### config.mk
export PLATFORM = sky130hd
export DESIGN_NAME = scm_sysclk_mode_power_control
export DESIGN_NICKNAME = d
export VERILOG_FILES = /design/src/hdl/scm_pkg.sv /design/src/hdl/scm_sysclk_mode_power_control.sv
export SDC_FILE = /design/constraint.sdc
export NUM_CORES = 1
export LEC_CHECK = 0
export BUFFER_PORTS_ARGS = -buffer_cell sky130_fd_sc_hd__buf_4
export CORE_UTILIZATION = 50
export CTS_BUF_LIST = sky130_fd_sc_hd__clkbuf_16
export CTS_CLUSTER_SIZE = 10
export DETAILED_ROUTE_END_ITERATION = 10
export PLACE_DENSITY = 0.75
export SYNTH_ARGS = -nofsm -noshare
export SYNTH_HDL_FRONTEND = slang
export SYNTH_SLANG_ARGS = --single-unit
### constraint.sdc
create_clock -name mclk -period 4 [get_ports mclk]
set_input_delay 0.6 -clock mclk [delete_from_list [all_inputs] [get_ports mclk]]
set_output_delay 0.6 -clock mclk [all_outputs]
set_load 0.01 [all_outputs]
### src/hdl/scm_pkg.sv
/*
  Package for the system clock and power-mode controller: register map, field positions,
  reset values, states and timing constants.
  Assumes a 32-bit APB register bus and a 20 MHz control clock.
*/
package scm_pkg;

  localparam logic [7:0] SYS_CLK_CTRL_OFFSET  = 8'h00;
  localparam logic [7:0] FAST_OSC_CTRL_OFFSET = 8'h04;
  localparam logic [7:0] PWR_STATUS_OFFSET    = 8'h08;
  localparam logic [7:0] WAKE_CTRL_OFFSET     = 8'h0c;

  localparam int SEL_MSB        = 7;
  localparam int SEL_LSB        = 5;
  localparam int FAST_KEEP_BIT  = 1;
  localparam int SLOW_KEEP_BIT  = 0;
  localparam int STABLE_BIT     = 1;
  localparam int ENABLE_BIT     = 0;

  localparam logic [7:0] SYS_CLK_CTRL_RESET  = 8'h00;
  localparam logic [7:0] FAST_OSC_CTRL_RESET = 8'h01;
  localparam logic [2:0] SEL_SUB             = 3'h7;

  // Clock rates and oscillator start-up times.
  localparam int MCLK_HZ          = 20000000;
  localparam int FAST_OSC_HZ      = 8000000;
  localparam int FAST_START_NS    = 16000;
  localparam int SLOW_START_NS    = 2000;
  localparam int FAST_START_CYC   = (FAST_START_NS * (MCLK_HZ / 1000000) + 999) / 1000;
  localparam int SLOW_START_CYC   = (SLOW_START_NS * (MCLK_HZ / 1000000) + 999) / 1000;
  localparam int WAKE_DELAY_CYC   = 2;

  typedef enum logic [1:0] {
    SCM_RUN    = 2'b00,
    SCM_HALTED = 2'b01,
    SCM_WAKE   = 2'b11
  } scm_state_e;

  typedef enum logic [1:0] {
    SCM_SLEEP           = 2'b00,
    SCM_HALT_SUB_ONLY   = 2'b01,
    SCM_HALT_BOTH       = 2'b11,
    SCM_HALT_FAST_ONLY  = 2'b10
  } scm_halt_e;

  typedef struct packed {
    logic fastOscOn;
    logic slowOscOn;
    logic sysClkOn;
    logic subClkOn;
  } scm_clk_s;

  typedef struct packed {
    logic resumeNext;
    logic takeIrq;
    logic resetPcSp;
  } scm_resume_s;

endpackage

### src/hdl/scm_sysclk_mode_power_control.sv
/*
  System clock selection and power-mode controller with an APB register slave.
  Assumes the CPU core gives one-cycle halt and clear-watchdog pulses, and that the fast
  clock and sub-clock enters as ticks on the control clock.
*/
// Notes on behaviour
// - Select code 0..6 picks fast clock divided by 1..64; 7 picks sub-clock.
// - Fast keep bit chooses fast oscillator on or off while halted.
// - Slow keep bit chooses slow oscillator on or off while halted; an enabled watchdog also keeps it on.
// - Disabling the fast oscillator clears stable flag; enabling it sets the flag once stable.
// - Fast oscillator enable bit turns it on or off; resets to one.
// - Unimplemented control bits read as zero.
// - Select 7 moves to sub-clock only after the slow oscillator is stable.
// - Select 0..6 from slow returns to fast; software watches stable flag.
// - Halt with both keep bits low enters sleep: system clock stops.
// - Halt with fast keep low, slow keep high keeps only the sub-clock.
// - Halt with both keep bits high keeps both clocks running.
// - Halt with fast keep high, slow keep low keeps only the fast clock.
// - Halt entry sets power-down flag and clears watchdog timeout flag.
// - Halt entry clears watchdog counter; it runs on only if enabled.
// - Wake on enabled port A falling edge, interrupt or watchdog overflow.
// - Power-down flag clears only on power-up or clear-watchdog instruction.
// - Watchdog overflow while halted sets timeout and resets only PC and SP.
// - Port A wake resumes after the halt instruction.
// - Disabled or stack-full interrupt wake resumes; interrupt stays pending.
// - Enabled interrupt with free stack gets normal interrupt response.
// - Interrupt already pending at halt does not wake that halt.
// - Fast oscillator runs at a nominal 8 MHz.
// - In sleep the watchdog slow clock runs only when the watchdog is enabled.
`timescale 1ns/1ps
module scm_sysclk_mode_power_control #(
  parameter int PORTA_WIDTH = 8
) (
  // Clock and reset.
  input  wire logic                     mclk,
  input  wire logic                     sys_rst,
  // APB slave.
  input  wire logic                     psel,
  input  wire logic                     penable,
  input  wire logic                     pwrite,
  input  wire logic [7:0]               paddr,
  input  wire logic [31:0]              pwdata,
  output logic                          pready,
  output logic                          pslverr,
  output logic [31:0]                   prdata,
  // CPU core.
  input  wire logic                     haltReq,
  input  wire logic                     clrWdtReq,
  input  wire logic                     wdtEnabled,
  input  wire logic                     wdtOverflow,
  input  wire logic                     irqRequest,
  input  wire logic                     irqEnabled,
  input  wire logic                     stackFull,
  input  wire logic [PORTA_WIDTH-1:0]   portaPin,
  output logic                          cpuHold,
  output scm_pkg::scm_resume_s          resume,
  output logic                          wdtClear,
  output logic                          powerDownFlag,
  output logic                          watchdogTimeoutFlag,
  // Clock outputs, as enables on the control clock.
  output scm_pkg::scm_clk_s             clkOn,
  output logic                          sysClkTick,
  output logic                          wdtClkOn
);
  import scm_pkg::*;

  initial begin
    if (PORTA_WIDTH < 1 || PORTA_WIDTH > 8) begin
      $error("PORTA_WIDTH must be 1 to 8");
    end
  end

  // Register state.
  logic [2:0]             sysclkSelect;
  logic                   fastOscHaltKeep;
  logic                   slowOscHaltKeep;
  logic                   fastOscEnable;
  logic                   fastOscStable;
  logic [PORTA_WIDTH-1:0] portaWakeEnable;
  logic                   subActive;
  logic                   slowStable;
  scm_state_e             state;
  scm_halt_e              haltMode;
  logic                   irqMaskedAtHalt;
  logic [9:0]             fastCnt;
  logic [9:0]             slowCnt;
  logic [5:0]             divCnt;
  logic [2:0]             subCnt;
  logic [PORTA_WIDTH-1:0] pinS1;
  logic [PORTA_WIDTH-1:0] pinS2;
  logic [PORTA_WIDTH-1:0] pinS3;
  logic [PORTA_WIDTH-1:0] pinLevel;

  logic setup;
  logic wrEn;
  logic fastRun;
  logic slowRun;
  logic portaFall;
  logic irqWake;
  logic anyWake;

  function automatic logic isAddr(input logic [7:0] a, input logic [7:0] off);
    return a == off;
  endfunction

  assign setup   = psel && !penable;
  assign wrEn    = psel && penable && pwrite;
  // Fast oscillator runs if enabled, in run state or with keep set; slow in run state, with keep set or watchdog enabled.
  assign fastRun = fastOscEnable && (state == SCM_RUN || fastOscHaltKeep);
  assign slowRun = state == SCM_RUN || slowOscHaltKeep || wdtEnabled;

  // APB: answer at the access phase with no wait state.
  always_ff @(posedge mclk or posedge sys_rst) begin
    if (sys_rst) begin
      pready  <= 1'b0;
      pslverr <= 1'b0;
      prdata  <= 32'h0;
    end else begin
      pready  <= setup;
      pslverr <= setup && !(isAddr(paddr, SYS_CLK_CTRL_OFFSET) ||
                 isAddr(paddr, FAST_OSC_CTRL_OFFSET) || isAddr(paddr, PWR_STATUS_OFFSET) ||
                 isAddr(paddr, WAKE_CTRL_OFFSET));
      prdata  <= 32'h0;
      if (setup && !pwrite) begin
        if (isAddr(paddr, SYS_CLK_CTRL_OFFSET)) begin
          prdata <= {24'h0, sysclkSelect, 3'h0, fastOscHaltKeep, slowOscHaltKeep};
        end else if (isAddr(paddr, FAST_OSC_CTRL_OFFSET)) begin
          prdata <= {30'h0, fastOscStable, fastOscEnable};
        end else if (isAddr(paddr, PWR_STATUS_OFFSET)) begin
          prdata <= {28'h0, subActive, slowStable, watchdogTimeoutFlag, powerDownFlag};
        end else if (isAddr(paddr, WAKE_CTRL_OFFSET)) begin
          prdata <= {{(32-PORTA_WIDTH){1'b0}}, portaWakeEnable};
        end
      end
    end
  end

  // Control register writes take effect at the completing access edge.
  always_ff @(posedge mclk or posedge sys_rst) begin
    if (sys_rst) begin
      sysclkSelect    <= SYS_CLK_CTRL_RESET[SEL_MSB:SEL_LSB];
      fastOscHaltKeep <= SYS_CLK_CTRL_RESET[FAST_KEEP_BIT];
      slowOscHaltKeep <= SYS_CLK_CTRL_RESET[SLOW_KEEP_BIT];
      fastOscEnable   <= FAST_OSC_CTRL_RESET[ENABLE_BIT];
      portaWakeEnable <= '0;
    end else if (wrEn && pready) begin
      if (isAddr(paddr, SYS_CLK_CTRL_OFFSET)) begin
        sysclkSelect    <= pwdata[SEL_MSB:SEL_LSB];
        fastOscHaltKeep <= pwdata[FAST_KEEP_BIT];
        slowOscHaltKeep <= pwdata[SLOW_KEEP_BIT];
      end else if (isAddr(paddr, FAST_OSC_CTRL_OFFSET)) begin
        fastOscEnable <= pwdata[ENABLE_BIT];
      end else if (isAddr(paddr, WAKE_CTRL_OFFSET)) begin
        portaWakeEnable <= pwdata[PORTA_WIDTH-1:0];
      end
    end
  end

  // Fast oscillator start-up: stable flag drops while it restarts.
  always_ff @(posedge mclk or posedge sys_rst) begin
    if (sys_rst) begin
      fastCnt       <= 10'h0;
      fastOscStable <= 1'b0;
    end else if (!fastRun) begin
      fastCnt       <= 10'h0;
      fastOscStable <= 1'b0;
    end else if (fastCnt < 10'(FAST_START_CYC)) begin
      fastCnt       <= fastCnt + 10'h1;
      fastOscStable <= 1'b0;
    end else begin
      fastOscStable <= 1'b1;
    end
  end

  // Slow oscillator start-up.
  always_ff @(posedge mclk or posedge sys_rst) begin
    if (sys_rst) begin
      slowCnt    <= 10'h0;
      slowStable <= 1'b0;
    end else if (!slowRun) begin
      slowCnt    <= 10'h0;
      slowStable <= 1'b0;
    end else if (slowCnt < 10'(SLOW_START_CYC)) begin
      slowCnt    <= slowCnt + 10'h1;
      slowStable <= 1'b0;
    end else begin
      slowStable <= 1'b1;
    end
  end

  // Source switch happens only at a divider wrap, so no pulse is cut short.
  always_ff @(posedge mclk or posedge sys_rst) begin
    if (sys_rst) begin
      subActive <= 1'b0;
    end else if (sysclkSelect == SEL_SUB && !subActive && slowStable && divCnt == 6'h0) begin
      subActive <= 1'b1;
    end else if (sysclkSelect != SEL_SUB && subActive && fastOscStable && subCnt == 3'h0) begin
      subActive <= 1'b0;
    end
  end

  // Divider chain for the fast clock, and a sub-clock tick generator.
  always_ff @(posedge mclk or posedge sys_rst) begin
    if (sys_rst) begin
      divCnt     <= 6'h0;
      subCnt     <= 3'h0;
      sysClkTick <= 1'b0;
    end else begin
      divCnt     <= fastOscStable ? divCnt + 6'h1 : 6'h0;
      subCnt     <= slowStable ? subCnt + 3'h1 : 3'h0;
      sysClkTick <= 1'b0;
      if (state == SCM_RUN || state == SCM_WAKE) begin
        if (subActive) begin
          sysClkTick <= slowStable && subCnt == 3'h0;
        end else begin
          sysClkTick <= fastOscStable &&
                        ((divCnt & ((6'h1 << sysclkSelect) - 6'h1)) == 6'h0);
        end
      end
    end
  end

  // Port A pins pass a three-stage synchroniser; stages two and three must agree.
  always_ff @(posedge mclk or posedge sys_rst) begin
    if (sys_rst) begin
      pinS1    <= '1;
      pinS2    <= '1;
      pinS3    <= '1;
      pinLevel <= '1;
    end else begin
      pinS1 <= portaPin;
      pinS2 <= pinS1;
      pinS3 <= pinS2;
      for (int i = 0; i < PORTA_WIDTH; i++) begin
        if (pinS2[i] == pinS3[i]) begin
          pinLevel[i] <= pinS3[i];
        end
      end
    end
  end

  assign portaFall = |(pinLevel & ~pinS3 & ~pinS2 & portaWakeEnable);
  assign irqWake   = irqRequest && !irqMaskedAtHalt;
  assign anyWake   = portaFall || irqWake || wdtOverflow;

  // Halt sequencing and wake-up.
  always_ff @(posedge mclk or posedge sys_rst) begin
    if (sys_rst) begin
      state           <= SCM_RUN;
      haltMode        <= SCM_SLEEP;
      irqMaskedAtHalt <= 1'b0;
      resume          <= '0;
      cpuHold         <= 1'b0;
      wdtClear        <= 1'b0;
    end else begin
      resume   <= '0;
      wdtClear <= 1'b0;
      case (state)
        SCM_RUN: begin
          if (haltReq) begin
            state           <= SCM_HALTED;
            haltMode        <= scm_halt_e'({fastOscHaltKeep, slowOscHaltKeep});
            irqMaskedAtHalt <= irqRequest;
            cpuHold         <= 1'b1;
            wdtClear        <= 1'b1;
          end
        end
        SCM_HALTED: begin
          if (anyWake) begin
            state <= SCM_WAKE;
            if (wdtOverflow) begin
              resume.resetPcSp <= 1'b1;
            end else if (portaFall || !irqEnabled || stackFull) begin
              resume.resumeNext <= 1'b1;
            end else begin
              resume.takeIrq <= 1'b1;
            end
          end
        end
        SCM_WAKE: begin
          state           <= SCM_RUN;
          cpuHold         <= 1'b0;
          irqMaskedAtHalt <= 1'b0;
        end
        default: begin
          state <= SCM_RUN;
        end
      endcase
    end
  end

  // Status flags: a set and a clear in one cycle leave the flag set.
  always_ff @(posedge mclk or posedge sys_rst) begin
    if (sys_rst) begin
      powerDownFlag       <= 1'b0;
      watchdogTimeoutFlag <= 1'b0;
    end else begin
      if (state == SCM_RUN && haltReq) begin
        powerDownFlag       <= 1'b1;
        watchdogTimeoutFlag <= 1'b0;
      end else begin
        if (clrWdtReq) begin
          powerDownFlag <= 1'b0;
        end
        if (state == SCM_HALTED && wdtOverflow) begin
          watchdogTimeoutFlag <= 1'b1;
        end
      end
    end
  end

  // Clock gating outputs.
  always_ff @(posedge mclk or posedge sys_rst) begin
    if (sys_rst) begin
      clkOn    <= '0;
      wdtClkOn <= 1'b0;
    end else begin
      clkOn.fastOscOn <= fastRun;
      clkOn.slowOscOn <= slowRun;
      clkOn.sysClkOn  <= state != SCM_HALTED;
      clkOn.subClkOn  <= state != SCM_HALTED ||
                         haltMode == SCM_HALT_SUB_ONLY || haltMode == SCM_HALT_BOTH;
      wdtClkOn        <= slowRun && wdtEnabled;
    end
  end

  property p_halt_flags;
    @(posedge mclk) disable iff (sys_rst)
    (state == SCM_RUN && haltReq) |=> powerDownFlag && !watchdogTimeoutFlag && cpuHold;
  endproperty
  a_halt_flags: assert property (p_halt_flags) else $error("halt flags wrong");

  property p_wdt_clear;
    @(posedge mclk) disable iff (sys_rst)
    (state == SCM_RUN && haltReq) |=> wdtClear ##1 !wdtClear;
  endproperty
  a_wdt_clear: assert property (p_wdt_clear) else $error("watchdog not cleared");

  property p_sleep_clk;
    @(posedge mclk) disable iff (sys_rst)
    (state == SCM_HALTED && haltMode == SCM_SLEEP) |=> !clkOn.sysClkOn && !clkOn.subClkOn;
  endproperty
  a_sleep_clk: assert property (p_sleep_clk) else $error("clock runs in sleep");

  property p_pdf_hold;
    @(posedge mclk) disable iff (sys_rst)
    ($past(powerDownFlag) && !powerDownFlag) |-> $past(clrWdtReq);
  endproperty
  a_pdf_hold: assert property (p_pdf_hold) else $error("power-down flag cleared wrongly");

  property p_wdt_wake;
    @(posedge mclk) disable iff (sys_rst)
    (state == SCM_HALTED && wdtOverflow) |=> watchdogTimeoutFlag && resume.resetPcSp;
  endproperty
  a_wdt_wake: assert property (p_wdt_wake) else $error("watchdog wake wrong");

  property p_irq_resp;
    @(posedge mclk) disable iff (sys_rst)
    (state == SCM_HALTED && irqWake && !portaFall && !wdtOverflow && irqEnabled && !stackFull)
      |=> resume.takeIrq;
  endproperty
  a_irq_resp: assert property (p_irq_resp) else $error("interrupt response missing");

  property p_pending_irq;
    @(posedge mclk) disable iff (sys_rst)
    (state == SCM_HALTED && irqMaskedAtHalt && !portaFall && !wdtOverflow) |=> state == SCM_HALTED;
  endproperty
  a_pending_irq: assert property (p_pending_irq) else $error("pending interrupt woke");

  property p_fast_stable;
    @(posedge mclk) disable iff (sys_rst)
    $rose(fastRun) |=> !fastOscStable [*8];
  endproperty
  a_fast_stable: assert property (p_fast_stable) else $error("stable flag too early");

  property p_sub_switch;
    @(posedge mclk) disable iff (sys_rst)
    $rose(subActive) |-> $past(slowStable) && $past(divCnt) == 6'h0;
  endproperty
  a_sub_switch: assert property (p_sub_switch) else $error("unsafe switch to sub-clock");

endmodule

==> results.tsv, run 1 <==
stage	metric	value	unit
worst_setup_path	Worst Setup Start Kind	register	
worst_hold_path	Hold Crit Class	input pin to async pin	
sta	Peak Freq	440	MHz
route	drt pass-1 iters	4	
floorplanning	IO Pins	107	
sta	Slew headroom	15.7	%
yosys	main flop type after synthesis	dfrtp_1	
route	WL/cell	15.0	um
sta	RSZ-0062 raised after global routing	no	
sta	final setup fails	0	
yosys	Avg Cell Area, Syn	12.3	um2
sta	worst hold slack	0.254	ns
worst_setup_path	critical path endpoint category	register	
sta	Clock Skew	0.00924	ns
global_route	global-route usage over all layers	19.0	%
clock_network	CTS root buf	clkbuf_16	
global_route	largest net degree at the start of global routing	43	
final_layout	# diodes	0	
global_route	first-pass GRT wire length	13000	um
worst_setup_path	Crit Path Class	register to register	
worst_setup_path	Critical Path Stages	6	
placed_design	port bufs	58	
final_layout	design area	0.00520	mm2
worst_setup_path	Critical Path AT	2.51	ns
global_route	total grt overflow	0	
floorplanning	core area	0.00868	mm2
route	Residual DRC	0	
clock_network	hold buffer count at CTS	0	
status	outcome	complete, no violations	
yosys	sequential fraction of the synthesis area	60.0	%
floorplanning	Starting Density	51.2	%
route	DRT iter0 DRCs	111	
yosys	#FFs+latches synth	105	
floorplanning	die area	0.00927	mm2
worst_setup_path	slowest stage cell, crit path	or4b_2	
route	detail-routed via count per cell	5.24	
yosys	Post-synth EDFFs	0	
sta	post-route minimum period	2.27	ns
route	post-route ant nets	0	
clock_network	post-CTS sizing	0	
power	leak pwr	2.45	nW
worst_setup_path	Reg2Reg Depth	6	
power	Max VDD drop	0.228	mV
route	routed vias	2807	
placed_design	placement-stage cell area	0.00490	mm2
clock_network	CTS tree	built	
power	pwr/cell area	470	mW/mm2
global_route	initial antenna violation count	0	
worst_setup_path	CP required	4.23	ns
clock_network	clk_lat worst skew	0.35	ns
worst_setup_path	Worst Path Buf+Inv	0	
worst_setup_path	CP cell instances	or3_1 > ha_1 > or4b_2 > o311ai_0 > nand2_1 > a21o_1	
yosys	synthesized area	0.00445	mm2
yosys	async set-reset flop share out of synthesis	100	%
yosys	cell count after synthesis	363	
clock_network	CTS Buffer Depth	2	
clock_network	Max H-tree Level	3	
run	max cap viols	0	
placed_design	gpl congestion	0.776	
floorplanning	# rows	34	
clock_network	clk sink count	105	
final_layout	share of layout cells above drive strength 1	27.8	%
clock_network	Clock Pin Slew Worst Setup and Hold Paths	0.07	ns
sta	final period utilization	56.8	%
worst_setup_path	RR Startpoint	sysclkSelect[2]$_DFFE_PP0P_	
final_layout	Filler cells	709	
clock_network	postcts setup bufs	0	
final_layout	area delta synth->final	16.9	%
sta	Final Max Tran Viols	0	
sta	Tightest Pin Transition	1.25	ns
final_layout	commonest non-fill, non-tap cell in the layout	dfrtp_1	
floorplanning	die height	96.3	um
worst_setup_path	Worst R2R Setup Slack	1.73	ns
worst_setup_path	Crit Path Max Fanout	10	
global_route	vias in the first global route	2776	
final_layout	most frequent cells in the layout	dfrtp_1 (72), buf_4 (60), dfstp_2 (33), conb_1 (24), nor2_1 (21)	
clock_network	Inserted Clock Buffers	9	
sta	final hold violation count	0	
sta	setup TNS	0	ns
worst_setup_path	Critical R2R Capture	sysClkTick$_DFF_PP0_	
worst_setup_path	CP peak stage delay	0.67	ns
placed_design	final HPWL from detailed placement	5800	um
final_layout	Final #Nets	493	
route	WL final	8050	um
floorplanning	die width	96.3	um
worst_setup_path	Largest delay share family, worst path	simple AND/OR/NAND/NOR gates	
yosys	Ys Warns	0	
yosys	Cell variety after synth	50	
[metrics by stage]
stage	utilization [%]	power, mW	cells	worst slack (ns)
floorplan	-	1.46	386	0.694
global placement	56.5	1.58	520	1.80
detailed placement	56.5	1.60	520	1.74
CTS	59.9	2.46	536	1.73
global route	59.9	2.56	536	1.62
finish	59.9	2.44	536	1.73
[cell type report]
class	count	area, um2	share of cell area [%]
inverters	18	70.1	1.35
well taps	108	135	2.60
clock buffers	10	250	4.81
repair buffers	60	450	8.66
multi-input cells	229	1580	30.3
clock inverters	6	47.5	0.915
flip-flops and latches	105	2670	51.3
[sequential cells by signal (all words and copies together) (netlist names), 4 cells and up]
name and cells:
clkOn 4, prdata 8, pinS1 8, pinS3 8, fastCnt 10, divCnt 6
pinLevel 8, slowCnt 10, portaWakeEnable 8, pinS2 8
[logic make-up (layout without fill, tap and decap cells)]
group	after synthesis	count (layout)	share of synthesized area, %
buf+inv	52	94	6.47
xor+xnor	17	17	3.35
mux	21	21	5.57
fa+ha+maj	18	18	4.61
flops	105	105	60.0
other cells	1	24	0.0843
simple gates	115	115	15.0
compound gates	34	34	4.87
[report_power, final]
part / internal (mW) / total (mW) / switching (mW)
sequential: 1.17 / 1.23 / 0.0592
clock: 0.468 / 0.866 / 0.398
combinational: 0.158 / 0.348 / 0.190
total: 1.79 / 2.44 / 0.647
[metal layers]
metal / up-vias / GRT usage, % / wire, um
met3: 16 / 5.13 / 385
met1: 1386 / 24.8 / 3640
met4: 0 / 7.11 / 161
met5: - / 0 / 0
met2: 85 / 30.3 / 3870
li1: 1320 / - / -
[worst reg2reg max path, cell delays in order, from the launching register on]
cell and delay, ns:
dfrtp_1 0.49, or3_1 0.41, ha_1 0.23, or4b_2 0.67
o311ai_0 0.11, nand2_1 0.10, a21o_1 0.16
[how the worst max path moves through the flow]
stage | startpoint | to | slack, ns
3_5_place_dp | sysclkSelect[2]$_DFFE_PP0P_ | sysClkTick$_DFF_PP0_ | 1.74
4_1_cts | sysclkSelect[2]$_DFFE_PP0P_ | sysClkTick$_DFF_PP0_ | 1.73
3_3_place_gp | sysclkSelect[2]$_DFFE_PP0P_ | sysClkTick$_DFF_PP0_ | 1.80
5_1_grt | sysclkSelect[2]$_DFFE_PP0P_ | sysClkTick$_DFF_PP0_ | 1.62
2_1_floorplan | sys_rst | clkOn[0]$_DFF_PP0_ | 0.69
6_report | sysclkSelect[2]$_DFFE_PP0P_ | sysClkTick$_DFF_PP0_ | 1.73
[synthesized netlist by cell type (2+ instances only)]
master	count	area (um2)
nor2_1	21	78.8
nor4b_1	4	35.0
dfstp_2	33	867
o21ai_0	7	35.0
a21oi_1	9	45.0
clkbuf_1	7	26.3
o211ai_1	2	15.0
nand3_1	11	55.1
a211oi_1	2	15.0
maj3_1	8	80.1
buf_4	24	180
mux2i_1	6	60.1
buf_2	2	10.0
nand2b_1	5	31.3
dfrtp_1	72	1800
nor4_1	7	43.8
a221oi_1	2	17.5
o21a_1	2	15.0
mux2_2	2	22.5
and2_1	11	68.8
nand2_1	19	71.3
mux2_4	5	75.1
xnor2_1	11	96.3
nor2b_1	8	50.1
nor3_1	5	25.0
or3_1	2	12.5
a21o_1	2	15.0
mux2_1	8	90.1
nand4b_1	2	17.5
xor2_1	6	52.6
ha_1	10	125
inv_1	18	67.6
nand4_1	3	18.8
nor3b_1	2	15.0
and3_1	2	12.5
nor4bb_1	8	80.1
a31oi_1	2	12.5
Power figures use the tool's default switching activity.
==> inputs of run 2 (changes only) <==
- clock period: 4 -> 2.36 ns (I/O delays scaled with it)
==> results.tsv, run 2 (synthesized netlist as in run 1, its figures left out) <==
stage	metric	value	unit
sta	RSZ-0062 raised after global routing	no	
power	total chip power	4.27	mW
clock_network	hold buffer count at CTS	0	
sta	Peak Freq	478	MHz
final_layout	share of layout cells above drive strength 1	29.0	%
final_layout	most frequent cells in the layout	dfrtp_1 (72), buf_4 (66), dfstp_2 (33), conb_1 (24), nor2_1 (21)	
sta	Clock Skew	0.00675	ns
clock_network	Clock Pin Slew Worst Setup and Hold Paths	0.07	ns
clock_network	post-CTS sizing	0	
final_layout	area delta synth->final	18.5	%
final_layout	Core Util, Final	60.7	%
worst_setup_path	Crit Path Class	register to register	
sta	worst hold slack	0.0417	ns
run	max cap viols	0	
sta	setup TNS	0	ns
floorplanning	# rows	34	
power	pwr/cell area	810	mW/mm2
placed_design	Setup WS pre-CTS	0.277	ns
route	detail-routed via count per cell	5.20	
global_route	total grt overflow	0	
power	switching pwr	1.11	mW
route	drt pass-1 iters	4	
global_route	initial antenna violation count	0	
route	WL/cell	15.1	um
floorplanning	core area	0.00868	mm2
clock_network	CTS root buf	clkbuf_16	
worst_setup_path	CP required	2.59	ns
clock_network	CTS tree	built	
worst_setup_path	critical path endpoint category	register	
power	clock share of power	37.0	%
power	Reg power frac	48.7	%
route	routed vias	2818	
clock_network	clk sink count	105	
final_layout	Final #Nets	499	
worst_setup_path	Worst Setup Start Kind	register	
worst_setup_path	Crit Path Max Fanout	3	
final_layout	commonest non-fill, non-tap cell in the layout	dfrtp_1	
floorplanning	IO Pins	107	
power	Comb power frac	14.3	%
final_layout	# diodes	0	
final_layout	footprint of the multi-input gates	0.00158	mm2
placed_design	port bufs	58	
global_route	largest net degree at the start of global routing	54	
sta	final hold violation count	0	
clock_network	postcts setup bufs	0	
placed_design	gpl congestion	0.778	
sta	Slew headroom	56.1	%
final_layout	top flop regs	fastCnt x10, slowCnt x10	
worst_setup_path	CP peak stage delay	0.66	ns
global_route	first-pass GRT wire length	13100	um
route	DRT iter0 DRCs	139	
power	Max VDD drop	0.511	mV
final_layout	Register Area	0.00267	mm2
route	WL final	8190	um
route	Residual DRC	0	
global_route	vias in the first global route	2765	
worst_hold_path	Hold Crit Class	input pin to async pin	
worst_setup_path	Critical Path AT	2.33	ns
power	leak pwr	2.48	nW
sta	final setup fails	0	
worst_setup_path	CP cell instances	or3_1 > ha_1 > or4b_2 > o311ai_0 > nand2_1 > a21o_1	
floorplanning	Starting Density	51.2	%
power	Pint	3.15	mW
floorplanning	die area	0.00927	mm2
placed_design	final HPWL from detailed placement	5690	um
worst_setup_path	Worst R2R Setup Slack	0.27	ns
sta	post-route minimum period	2.09	ns
clock_network	CTS Buffer Depth	2	
route	post-route ant nets	0	
clock_network	clk_lat worst skew	0.34	ns
sta	final worst slack	0.266	ns
global_route	global-route usage over all layers	19.1	%
floorplanning	die width	96.3	um
final_layout	Filler cells	685	
worst_setup_path	slowest stage cell, crit path	or4b_2	
power	Switching Share	26.1	%
floorplanning	die height	96.3	um
clock_network	Max H-tree Level	3	
sta	Tightest Pin Transition	0.653	ns
sta	Final Max Tran Viols	0	
sta	final period utilization	88.7	%
status	outcome	complete, no violations	
clock_network	Inserted Clock Buffers	9	
-- run 2: power groups by stage --
stage	clock [mW]	sequential (mW)	combinational, mW
4_1_cts	1.61	2.08	0.621
5_1_grt	1.68	2.10	0.695
2_1_floorplan	0	2.12	0.364
3_5_place_dp	0	2.11	0.615
3_3_place_gp	0	2.10	0.589
6_report	1.58	2.08	0.610
-- run 2: metrics by stage --
stage | instances | area (um2)
after floorplan | 386 | 4540
after global placement | 526 | 4950
after detailed placement | 526 | 4950
after CTS | 542 | 5270
after global routing | 542 | 5270
final | 542 | 5270
-- run 2: layout make-up --
type / count / share of cell area (%)
well taps: 108 / 2.56
clock buffers: 10 / 4.75
multi-input cells: 229 / 29.9
flip-flops and latches: 105 / 50.7
clock inverters: 6 / 1.35
inverters: 18 / 1.35
repair buffers: 66 / 9.40
-- run 2: worst paths after layout --
path	start	end	cells after the start
setup / recovery	sysclkSelect[2]$_DFFE_PP0P_	sysClkTick$_DFF_PP0_	6
setup reg to reg	sysclkSelect[2]$_DFFE_PP0P_	sysClkTick$_DFF_PP0_	6
hold / removal	sys_rst	pinS1[4]$_DFF_PP1_	2
min in group mclk	portaPin[6]	pinS1[6]$_DFF_PP1_	1
max in group asynchronous	sys_rst	irqMaskedAtHalt$_DFFE_PP0P_	3
hold reg to reg	pinS1[2]$_DFF_PP1_	pinS2[2]$_DFF_PP1_	0
-- run 2: layer usage --
| layer | GRT usage (%) | wire length (um) | vias to the layer above |
|---|---|---|---|
| met5 | 0 | 0 | - |
| met4 | 4.90 | 72 | 0 |
| met3 | 5.45 | 415 | 6 |
| met2 | 31.4 | 4060 | 79 |
| met1 | 25.1 | 3650 | 1399 |
| li1 | - | - | 1334 |
-- run 2: worst max-delay path, delay by kind of cell, from the launching register on --
family / cells / cell delay (ns)
adders and majority gates: 1 / 0.23
DFF: 1 / 0.37
AOI/OAI and AO/OA: 2 / 0.25
and+or+nand+nor: 3 / 1.12
==> inputs of run 3 (changes only) <==
- ABC_AREA: default -> 1
- MAX_ROUTING_LAYER: default -> met4
- REMOVE_ABC_BUFFERS: default -> 1
==> results.tsv, run 3 <==
stage	metric	value	unit
status	outcome	finished with violations	
status	failing checks	DRC	
clock_network	Inserted Clock Buffers	9	
route	post-route ant nets	0	
clock_network	Clock Pin Slew Worst Setup and Hold Paths	0.07	ns
floorplanning	Starting Density	52.5	%
worst_setup_path	Largest delay share family, worst path	simple AND/OR/NAND/NOR gates	
yosys	#FFs+latches synth	105	
clock_network	hold buffer count at CTS	0	
power	leak pwr	2.73	nW
worst_hold_path	hold endpoint	pinS1[6]$_DFF_PP1_	
sta	setup TNS	0	ns
sta	final hold violation count	0	
yosys	top cells by area, synth	dfrtp_1 (39%), dfstp_2 (19%), nand2_1 (7.5%), inv_1 (6.2%), nor2_1 (4.1%)	
power	Switching Share	28.9	%
yosys	Cell variety after synth	35	
worst_setup_path	Reg2Reg Depth	6	
worst_setup_path	Critical Path AT	1.88	ns
sta	Clock Skew	0.00855	ns
final_layout	Filler cells	729	
sta	Final Max Tran Viols	0	
worst_setup_path	CP peak stage delay	0.40	ns
route	drt pass-1 iters	7	
power	Max VDD drop	0.383	mV
route	WL/cell	13.1	um
route	WL final	8970	um
clock_network	CTS root buf	clkbuf_16	
worst_setup_path	Worst Path Buf+Inv	2	
sta	Tightest Pin Transition	0.724	ns
route	Residual DRC	9	
worst_setup_path	Critical R2R Capture	slowCnt[0]$_DFFE_PP0N_	
worst_setup_path	Crit Path Class	register to register	
global_route	total grt overflow	0	
global_route	initial antenna violation count	0	
global_route	largest net degree at the start of global routing	62	
yosys	Post-synth EDFFs	0	
placed_design	gpl congestion	0.900	
clock_network	CTS Buffer Depth	2	
yosys	Synth top cells by count	nand2_1 (93), inv_1 (77), dfrtp_1 (72)	
worst_hold_path	hold path cells	1	
worst_hold_path	hold path startpoint	portaPin[6]	
global_route	vias in the first global route	3428	
final_layout	commonest non-fill, non-tap cell in the layout	nand2_1	
worst_setup_path	Worst R2R Setup Slack	0.69	ns
route	DRT iter0 DRCs	202	
sta	final period utilization	70.8	%
yosys	cell with the most instances after synthesis	nand2_1	
worst_setup_path	CP required	2.57	ns
yosys	share of the synthesized area in the top cell type	38.8	%
clock_network	clk_lat worst skew	0.34	ns
floorplanning	# rows	34	
floorplanning	die width	98.4	um
sta	Slew headroom	51.7	%
worst_setup_path	slowest stage cell, crit path	nor3_4	
power	pwr/cell area	792	mW/mm2
clock_network	postcts setup bufs	0	
final_layout	share of layout cells above drive strength 1	23.6	%
clock_network	post-CTS sizing	0	
floorplanning	IO Pins	107	
worst_setup_path	RR Startpoint	state[0]$_DFFE_PP0P_	
worst_setup_path	Worst Setup Start Kind	register	
worst_setup_path	Crit Path Max Fanout	7	
yosys	sequential fraction of the synthesis area	57.4	%
floorplanning	core area	0.00885	mm2
placed_design	post-placement cell count	668	
final_layout	Layout Cells excl Fill	684	
run	max cap viols	0	
yosys	main flop type after synthesis	dfrtp_1	
worst_setup_path	critical path endpoint category	register	
global_route	global-route usage over all layers	20.8	%
power	Pint	3.05	mW
sta	Peak Freq	599	MHz
yosys	cell count after synthesis	502	
power	switching pwr	1.24	mW
floorplanning	die height	98.4	um
floorplanning	die area	0.00969	mm2
route	detail-routed via count per cell	4.97	
sta	post-route minimum period	1.67	ns
yosys	Synth area leader	dfrtp_1	
power	Comb power frac	18.1	%
sta	RSZ-0062 raised after global routing	no	
final_layout	top flop regs	fastCnt x10, slowCnt x10	
worst_setup_path	CP cell instances	inv_1 > ha_1 > nor3_4 > inv_2 > nand3_1 > o21ai_0	
yosys	async set-reset flop share out of synthesis	100	%
power	Reg power frac	49.3	%
power	clock share of power	32.6	%
clock_network	CTS tree	built	
final_layout	area delta synth->final	16.4	%
global_route	first-pass GRT wire length	15300	um
route	routed vias	3401	
clock_network	clk sink count	105	
yosys	synthesized area	0.00465	mm2
final_layout	# diodes	0	
sta	final setup fails	0	
final_layout	most frequent cells in the layout	nand2_1 (93), inv_1 (76), dfrtp_1 (72), buf_4 (62), nor2_1 (51)	
yosys	Avg Cell Area, Syn	9.26	um2
worst_hold_path	Hold Crit Class	input pin to register	
placed_design	port bufs	58	
placed_design	final HPWL from detailed placement	6420	um
clock_network	Max H-tree Level	3	
yosys	Ys Warns	0	
final_layout	Final #Nets	641	
run 3: cell type report:
class / instances / area, um2 / share of cell area [%]
Multi-Input combinational cell: 311 / 1550 / 28.7
Sequential cell: 105 / 2670 / 49.3
Tap cell: 108 / 135 / 2.50
Timing Repair Buffer: 62 / 465 / 8.60
Clock inverter: 7 / 53.8 / 0.994
Clock buffer: 9 / 225 / 4.16
Inverter: 82 / 312 / 5.76
run 3: how the worst max path moves through the flow:
stage / start / to / slack [ns] / cells after the start
2_1_floorplan: sys_rst / clkOn[0]$_DFF_PP0_ / -0.70 / 1
3_3_place_gp: paddr[7] / portaWakeEnable[0]$_DFFE_PP0P_ / 0.75 / 9
3_5_place_dp: state[0]$_DFFE_PP0P_ / slowCnt[0]$_DFFE_PP0N_ / 0.69 / 6
4_1_cts: state[0]$_DFFE_PP0P_ / slowCnt[0]$_DFFE_PP0N_ / 0.68 / 6
5_1_grt: state[0]$_DFFE_PP0P_ / slowCnt[0]$_DFFE_PP0N_ / 0.50 / 6
6_report: state[0]$_DFFE_PP0P_ / slowCnt[0]$_DFFE_PP0N_ / 0.69 / 6
run 3: power groups by stage:
stage,Clock [mW],Combinational (mW),Sequential (mW)
floorplan,0,0.463,2.16
global placement,0,0.749,2.13
detailed placement,0,0.785,2.15
CTS,1.42,0.788,2.11
global route,1.50,0.883,2.14
finish,1.40,0.776,2.11
run 3: logic make-up after synthesis:
family,count (synthesis),synth area share [%]
and+or+nand+nor,209,20.5
AOI/OAI and AO/OA,65,7.67
adders and majority gates,10,2.69
buffers and inverters,109,11.1
other,1,0.0807
xor gates and xnor gates,2,0.377
muxes,1,0.242
DFF,105,57.4
run 3: stage by stage:
stage                     util (%)  instance area [um2]  setup WS, ns  power, mW  hold WS (ns)
after floorplan                  -                 4530        -0.700       2.62         0.345
after global placement        58.0                 5130         0.746       2.88         0.345
after detailed placement      58.0                 5130         0.692       2.93         0.348
after CTS                     61.2                 5410         0.684       4.33         0.105
after global routing          61.2                 5410         0.499       4.52         0.100
final                         61.2                 5410         0.690       4.28         0.114
run 3: worst reg2reg max path, cell delays in order, from the launching register on:
cell	delay, ns
dfrtp_1	0.39
inv_1	0.07
ha_1	0.35
nor3_4	0.40
inv_2	0.13
nand3_1	0.10
o21ai_0	0.11
run 3: layer usage:
metal	share of wire (%)	global-route usage [%]	vias up
li1	-	-	1675
met1	44	25.7	1621
met2	50	34.7	90
met3	4.1	3.69	15
met4	1.6	7.46	0
met5	0	-	-
